$ cat config.mk
export PLATFORM = sky130hd
export DESIGN_NAME = bpu_top
export DESIGN_NICKNAME = d
export VERILOG_FILES = /design/src/bpu_pkg.sv /design/src/bpu_sync.sv /design/src/bpu_top.sv
export SDC_FILE = /design/constraint.sdc
export NUM_CORES = 1
export LEC_CHECK = 0
export BUFFER_PORTS_ARGS = -buffer_cell sky130_fd_sc_hd__clkbuf_2
export CORE_ASPECT_RATIO = 1.75
export CORE_MARGIN = 2
export CORE_UTILIZATION = 57
export CTS_CLUSTER_DIAMETER = 60
export DETAILED_ROUTE_END_ITERATION = 16
export PLACE_DENSITY = 0.86
export SLEW_MARGIN = 5
export SYNTH_ARGS = -nofsm -noshare
export SYNTH_HDL_FRONTEND = slang
export SYNTH_HIERARCHICAL = 1
export SYNTH_SLANG_ARGS = --single-unit
$ cat constraint.sdc
create_clock -name clk_sys -period 3 [get_ports clk_sys]
set_clock_uncertainty 0.15 [all_clocks]
set_input_delay 0.3 -clock clk_sys [delete_from_list [all_inputs] [get_ports clk_sys]]
set_output_delay 0.3 -clock clk_sys [all_outputs]
set_load 0.03 [all_outputs]
$ cat src/bpu_pkg.sv
// package for the backplane utility-signal block on the processor board
// assumes one 20 MHz system clock and an asynchronous active-high reset
package bpu_pkg;

  // ==========================================================================
  // timing
  localparam int unsigned CLK_HZ          = 20_000_000;  // system clock rate
  localparam int unsigned POWERUP_HOLD_MS = 120;         // reset hold after supply good
  localparam int unsigned POWERDN_MAX_MS  = 15;          // latest reassert after supply drop
  // least time truncates like the longest; exact at 20 MHz
  localparam int unsigned POWERUP_CYCLES  =
    (POWERUP_HOLD_MS * (CLK_HZ / 1000));
  // longest time rounds down; reassertion here takes three cycles
  localparam int unsigned POWERDN_CYCLES  =
    (POWERDN_MAX_MS * (CLK_HZ / 1000));
  localparam int unsigned CNT_W           = 22;          // holds 2_400_000

  // ==========================================================================
  // cycle-type codes
  localparam logic [2:0] CYCLE_TYPE_INTERRUPT_ACKNOWLEDGE_LINE  = 3'h7;        // interrupt acknowledge

  // ==========================================================================
  // carriers
  typedef struct packed {
    logic       oe;          // high while this board drives the lines
    logic [2:0] value;       // driven level
  } bpu_cycle_type_s;

  typedef struct packed {
    logic reset_o;           // open-drain reset drive (1 = pull low)
    logic stop_o;            // stop-request drive
  } bpu_reset_drive_s;

  // power sequencer states
  typedef enum logic [1:0] {
    BPU_ST_OFF  = 2'b00,     // supply not good, reset held
    BPU_ST_HOLD = 2'b01,     // supply good, counting out hold time
    BPU_ST_RUN  = 2'b10      // reset released
  } bpu_pwr_e;

endpackage : bpu_pkg

$ cat src/bpu_sync.sv
// two-flop synchroniser, one per bit
// assumes the inputs come from pins outside the clock domain
`timescale 1ns/1ps
module bpu_sync
  import bpu_pkg::*;
#(
  parameter int unsigned WIDTH = 1
) (
  // clock and reset
  input  wire logic             clk_sys,
  input  wire logic             rst,
  // data
  input  wire logic [WIDTH-1:0] d,
  output      logic [WIDTH-1:0] q
);

  // ==========================================================================
  // stages
  logic [WIDTH-1:0] stage1;   // read only by stage two
  logic [WIDTH-1:0] next_stage1;
  logic [WIDTH-1:0] next_q;

  // next values
  always_comb begin
    next_stage1 = d;
    next_q      = stage1;
  end

  // registers
  always_ff @(posedge clk_sys or posedge rst) begin
    if (rst) begin
      stage1 <= '0;
      q      <= '0;
    end else begin
      stage1 <= next_stage1;
      q      <= next_q;
    end
  end

endmodule : bpu_sync

$ cat src/bpu_top.sv
// processor-board utility-signal logic: bus reset sequencing, reset routing,
// and the buffered cycle-type driver with its address strobe
// assumes pins are external (synchronised here) and cpu signals share clk_sys
//
// Contract
// - hold bus reset 120 ms after supply good
// - reassert bus reset within 15 ms of drop
// - processor reset instruction drives bus reset
// - foreign reset alone spares processor board
// - float cycle-type lines on handover or acknowledge
// - strobe released to pull-up during acknowledge
`timescale 1ns/1ps
module bpu_top
  import bpu_pkg::*;
#(
  parameter int unsigned POWERUP_CNT = POWERUP_CYCLES,  // shorten in simulation
  parameter int unsigned POWERDN_CNT = POWERDN_CYCLES
) (
  // clock and reset
  input  wire logic       clk_sys,
  input  wire logic       rst,
  // supply monitors (asynchronous pins)
  input  wire logic       supply_good,        // main supply above valid threshold
  input  wire logic       supply_low,         // main supply sagging toward fail
  // processor side (same clock)
  input  wire logic       cpu_reset_instr,    // reset instruction in progress
  input  wire logic       cpu_addr_strobe,    // cpu strobe, active high
  input  wire logic [2:0] cpu_cycle_type,     // cpu cycle-type code
  input  wire logic       bus_granted,        // bus handed to another master
  // backplane reset and stop (open drain, asynchronous inputs)
  input  wire logic       bus_reset_n_i,      // wire level of reset
  output      logic       bus_reset_n_o,      // always 0 when enabled
  output      logic       bus_reset_n_oe,     // high while pulling low
  input  wire logic       bus_stop_n_i,       // wire level of stop-request
  // backplane cycle-type and strobe (three-state)
  output      logic [2:0] buffered_cycle_type,
  output      logic       buffered_cycle_type_oe,
  output      logic       bus_address_strobe_n,
  output      logic       bus_address_strobe_oe,
  // reset to this board's processor and logic
  output      logic       board_reset
);

  // ==========================================================================
  // pin synchronisers
  logic [3:0] pins_sync;
  bpu_sync #(.WIDTH(4)) u_sync (
    .clk_sys (clk_sys),
    .rst     (rst),
    .d       ({supply_good, supply_low, bus_reset_n_i, bus_stop_n_i}),
    .q       (pins_sync)
  );
  logic good_s, low_s, rst_line_n_s, stop_n_s;  // synchronised pin levels
  assign good_s       = pins_sync[3];
  assign low_s        = pins_sync[2];
  assign rst_line_n_s = pins_sync[1];
  assign stop_n_s     = pins_sync[0];

  // ==========================================================================
  // power sequencer
  bpu_pwr_e         state, next_state;
  logic [CNT_W-1:0] hold_cnt, next_hold_cnt;  // time since supply good
  logic             pwr_reset;                // sequencer wants reset
  logic             next_pwr_reset;

  // any supply fault drops straight back to off; reset follows next edge
  always_comb begin
    next_state     = state;
    next_hold_cnt  = hold_cnt;
    unique case (state)
      BPU_ST_OFF: begin
        next_hold_cnt = '0;
        if (good_s && !low_s) begin
          next_state = BPU_ST_HOLD;
        end
      end
      BPU_ST_HOLD: begin
        if (!good_s || low_s) begin
          next_state = BPU_ST_OFF;
        end else if (hold_cnt >= CNT_W'(POWERUP_CNT - 1)) begin
          next_state = BPU_ST_RUN;
        end else begin
          next_hold_cnt = hold_cnt + CNT_W'(1);
        end
      end
      BPU_ST_RUN: begin
        if (!good_s || low_s) begin
          next_state = BPU_ST_OFF;
        end
      end
      default: next_state = BPU_ST_OFF;
    endcase
    next_pwr_reset = (next_state != BPU_ST_RUN);
  end

  // sequencer registers; reset held from power-on
  always_ff @(posedge clk_sys or posedge rst) begin
    if (rst) begin
      state     <= BPU_ST_OFF;
      hold_cnt  <= '0;
      pwr_reset <= 1'b1;
    end else begin
      state     <= next_state;
      hold_cnt  <= next_hold_cnt;
      pwr_reset <= next_pwr_reset;
    end
  end

  // ==========================================================================
  // reset drive and routing
  logic drive_reset, next_drive_reset;
  logic next_board_reset;
  logic foreign_reset;   // reset seen on wire while we are not driving it

  always_comb begin
    // processor instruction or power sequencer pulls the line
    next_drive_reset = next_pwr_reset || cpu_reset_instr;
    foreign_reset    = !rst_line_n_s && !drive_reset;
    // a foreign reset alone leaves this board running
    next_board_reset = next_pwr_reset || (foreign_reset && !stop_n_s);
  end

  always_ff @(posedge clk_sys or posedge rst) begin
    if (rst) begin
      drive_reset <= 1'b1;
      board_reset <= 1'b1;
    end else begin
      drive_reset <= next_drive_reset;
      board_reset <= next_board_reset;
    end
  end

  assign bus_reset_n_o  = 1'b0;
  assign bus_reset_n_oe = drive_reset;

  // ==========================================================================
  // cycle-type buffer; strobe shares it
  logic       next_buf_oe;
  logic [2:0] next_cycle_type;
  logic       next_strobe_n;

  // buffer off on handover and on acknowledge code; strobe left to pull-up
  always_comb begin
    next_buf_oe     = !bus_granted && (cpu_cycle_type != CYCLE_TYPE_INTERRUPT_ACKNOWLEDGE_LINE);
    next_cycle_type = next_buf_oe ? cpu_cycle_type : 3'h0;
    next_strobe_n   = next_buf_oe ? !cpu_addr_strobe : 1'b1;
  end

  always_ff @(posedge clk_sys or posedge rst) begin
    if (rst) begin
      buffered_cycle_type_oe <= 1'b0;
      buffered_cycle_type    <= 3'h0;
      bus_address_strobe_n   <= 1'b1;
    end else begin
      buffered_cycle_type_oe <= next_buf_oe;
      buffered_cycle_type    <= next_cycle_type;
      bus_address_strobe_n   <= next_strobe_n;
    end
  end

  assign bus_address_strobe_oe = buffered_cycle_type_oe;

  // ==========================================================================
  // checks
  // drive register is high in every cycle the sequencer is outside run; a reset instruction also sets it in run
  a_reset_held_run: assert property (@(posedge clk_sys) disable iff (rst)
    (state != BPU_ST_RUN) |-> bus_reset_n_oe)
    else $error("bus reset not held before run");
  a_powerdn_reassert: assert property (@(posedge clk_sys) disable iff (rst)
    (low_s && state == BPU_ST_RUN) |-> ##[1:2] bus_reset_n_oe)
    else $error("bus reset late after supply drop");
  a_cpu_reset_drive: assert property (@(posedge clk_sys) disable iff (rst)
    cpu_reset_instr |=> bus_reset_n_oe)
    else $error("reset instruction did not drive bus");
  // staying in run with no stop request must leave the board running
  a_foreign_spared: assert property (@(posedge clk_sys) disable iff (rst)
    (state == BPU_ST_RUN && next_state == BPU_ST_RUN && stop_n_s) |=> !board_reset)
    else $error("board reset without stop request");
  a_interrupt_acknowledge_line_float: assert property (@(posedge clk_sys) disable iff (rst)
    (cpu_cycle_type == CYCLE_TYPE_INTERRUPT_ACKNOWLEDGE_LINE || bus_granted)
      |=> !buffered_cycle_type_oe)
    else $error("cycle-type driven during acknowledge or handover");
  // acknowledge code must hand the strobe to its pull-up next cycle
  a_strobe_release: assert property (@(posedge clk_sys) disable iff (rst)
    (cpu_cycle_type == CYCLE_TYPE_INTERRUPT_ACKNOWLEDGE_LINE) |=> bus_address_strobe_n && !bus_address_strobe_oe)
    else $error("strobe driven while buffer off");

endmodule : bpu_top

==> results.json <==
{
  "outcome": "finished clean",
  "hold_path_class": "in -> reg",
  "die-area_um2": 3600,
  "n_antenna_cell": 0,
  "fp.dieW_um": 46.2,
  "synth_area_leaders": "dfrtp_1 (51%), xor2_1 (8.9%), nor2_1 (5.5%), dfstp_2 (4.4%), nand4_1 (3.9%)",
  "antenna_found_initial": 0,
  "drive_gt1_share_pct": 19.4,
  "finalCritPeriodShare_pct": 83.1,
  "mostFrequentLayoutCells": "dfrtp_1 (36), nor2_1 (26), clkbuf_2 (19), xor2_1 (18), nand4_1 (11)",
  "post-dp-hpwl_mm": 2.41,
  "grt_pass1_wl_mm": 6.45,
  "rsz0062_at_grt": "false",
  "dp_cells": 219,
  "nNetsFinal": 203,
  "power_mw": 1.12,
  "crit_type": "reg -> reg",
  "synth_nets": 177,
  "overflow": 0,
  "die_h_um": 77.9,
  "io_buffers": 19,
  "seq_area_frac_synth_pct": 55.1,
  "synth_top_cell_by_area": "dfrtp_1",
  "finalHoldViolations": 0,
  "cp.arrival_ns": 2.56,
  "nFillCells": 183,
  "antenna_left": 0,
  "leakage_nw": 0.948,
  "h-tree-depth": 2,
  "wirelength_mm": 3.75,
  "grt_pass1_vias": 1398,
  "clk_latency_ns": 0.29,
  "worstPathRequired_ns": 3.07,
  "finalSetupViolCount": 0,
  "synth_flop_cell": "dfrtp_1",
  "fin_crit_ns": 2.49,
  "cts_resized": 0,
  "first_iter_violations": 34,
  "cts.sinks": 39,
  "synth-async-reset-ratio_pct": 100,
  "worst_pin_slew_ns": 1.09,
  "root_buffer": "clkbuf_8",
  "wl_per_cell_um": 16.1,
  "final_cell_area_um2": 2090,
  "fin_tns_setup_ns": 0,
  "setup_ws_ns": 0.506,
  "seq_area_um2": 980,
  "clockBufferDepth": 2,
  "hold_ws_ns": 0.0562,
  "gr-usage-all-layers_pct": 25.3,
  "synth_edf_count": 0,
  "ir_worst_vdd_mv": 0.412,
  "rows": 26,
  "vias_per_cell": 5.83,
  "cp-start-kind": "flip-flop",
  "syn_inst": 164,
  "dpl_cell_area_um2": 1900,
  "vias": 1359,
  "dp_slack_ns": 0.522,
  "core-area_um2": 2960,
  "syn_to_final_growth_pct": 17.6,
  "cts.clk_slew.worst_paths_ns": 0.07,
  "tritoncts": "built",
  "grt_max_degree": 31,
  "place_congestion": 0.863,
  "io_pins": 21,
  "fin_cells": 233,
  "multiInputGateArea_um2": 738,
  "route.detailed.drc": 0,
  "synth_area_um2": 1780,
  "power.density_nw_per_um2": 536,
  "synth_warnings": 6,
  "initial_core_util_pct": 60.1,
  "max_slew_margin_pct": 27.2,
  "crit_fanout": 16,
  "max_cap_viol_count": 0,
  "cp-end-kind": "flip-flop",
  "cts_buffers": 5,
  "syn_area_per_cell_um2": 10.8,
  "timing.fmax_ghz": 0.401,
  "fin_util_pct": 70.7,
  "first_pass_iters": 4,
  "final_common_cell": "dfrtp_1",
  "synth_seq_cells": 39,
  "synth.distinct_cells": 38,
  "maxSlewViolCount": 0,
  "synth.top_cell.area_share_pct": 50.6
}
## state kept, by name, indices dropped and copies added, names as in the netlist
name / cells
u_sync/q: 4
buffered_cycle_type_oe: 1
bus_reset_n_oe: 1
state: 2
bus_address_strobe_n: 1
hold_cnt: 22
buffered_cycle_type: 3
board_reset: 1
u_sync/next_q: 4
## worst max-delay path: stages, from the launching register on
cell and delay (ns):
dfrtp_1 0.43, a211o_1 0.32, a211o_1 0.34, a211oi_4 0.31, buf_4 0.27, nand3_4 0.10
or3_1 0.33, a21oi_1 0.15
## logic make-up after synthesis
kind of cell    share of synthesized area, %
other cells                            0.211
compound gates                          6.05
flops                                   55.1
simple gates                            23.8
fa+ha+maj                              0.703
buf+inv                                 3.45
xor+xnor                                9.35
mux                                     1.41
## final cells by class
| cell class | count | share of cell area, % |
|---|---|---|
| Sequential cell | 39 | 46.8 |
| Multi-Input combinational cell | 113 | 35.3 |
| Timing Repair Buffer | 28 | 8.49 |
| Clock buffer | 6 | 3.47 |
| Clock inverter | 2 | 2.87 |
| Tap cell | 42 | 2.51 |
| Inverter | 3 | 0.538 |
## cell usage after synthesis, types with 2 or more instances
library cell	n
a21oi_1	2
nand4_1	11
buf_4	2
a211o_1	3
nand3b_1	2
nand2_1	7
dfrtp_1	36
a22o_1	2
and3_1	4
or3_1	3
and2_1	3
nand3_1	8
nor2_1	26
clkbuf_1	5
dfstp_2	3
xor2_1	18
and4_1	2
inv_1	3
nand4b_1	3
nor3_1	2
a31oi_1	2
## worst paths after layout
| kind | cells after the start | endpoint | slack [ns] | from |
|---|---|---|---|---|
| max | 7 | hold_cnt[8] | 0.51 | hold_cnt[15] |
| min | 2 | bus_reset_n_oe | 0.06 | cpu_reset_instr |
| max reg2reg | 7 | hold_cnt[8] | 0.51 | hold_cnt[15] |
| min reg2reg | 0 | u_sync/q[0] | 0.20 | u_sync/next_q[0] |
| max in group asynchronous | 4 | board_reset | 1.25 | rst |
| min in group asynchronous | 3 | u_sync/q[2] | 0.38 | rst |
## routing by layer
layer	track usage, %	wire length [um]	vias to the layer above
met2	40.8	2100	51
met5	0	0	-
met4	9.71	76	0
met3	8.14	205	11
met1	30.3	1370	682
li1	-	-	615
## power breakdown
group          total, mW  internal (mW)  switching (mW)
clock network      0.507          0.332           0.175
logic             0.0693         0.0242          0.0451
registers          0.544          0.538         0.00658
## timing repair
item / CTS / global route
hold buffers: 6 / 0
buffers inserted: 0 / 0
hold endpoints to repair: 13 / 0
(Power assumes the default switching activity.)
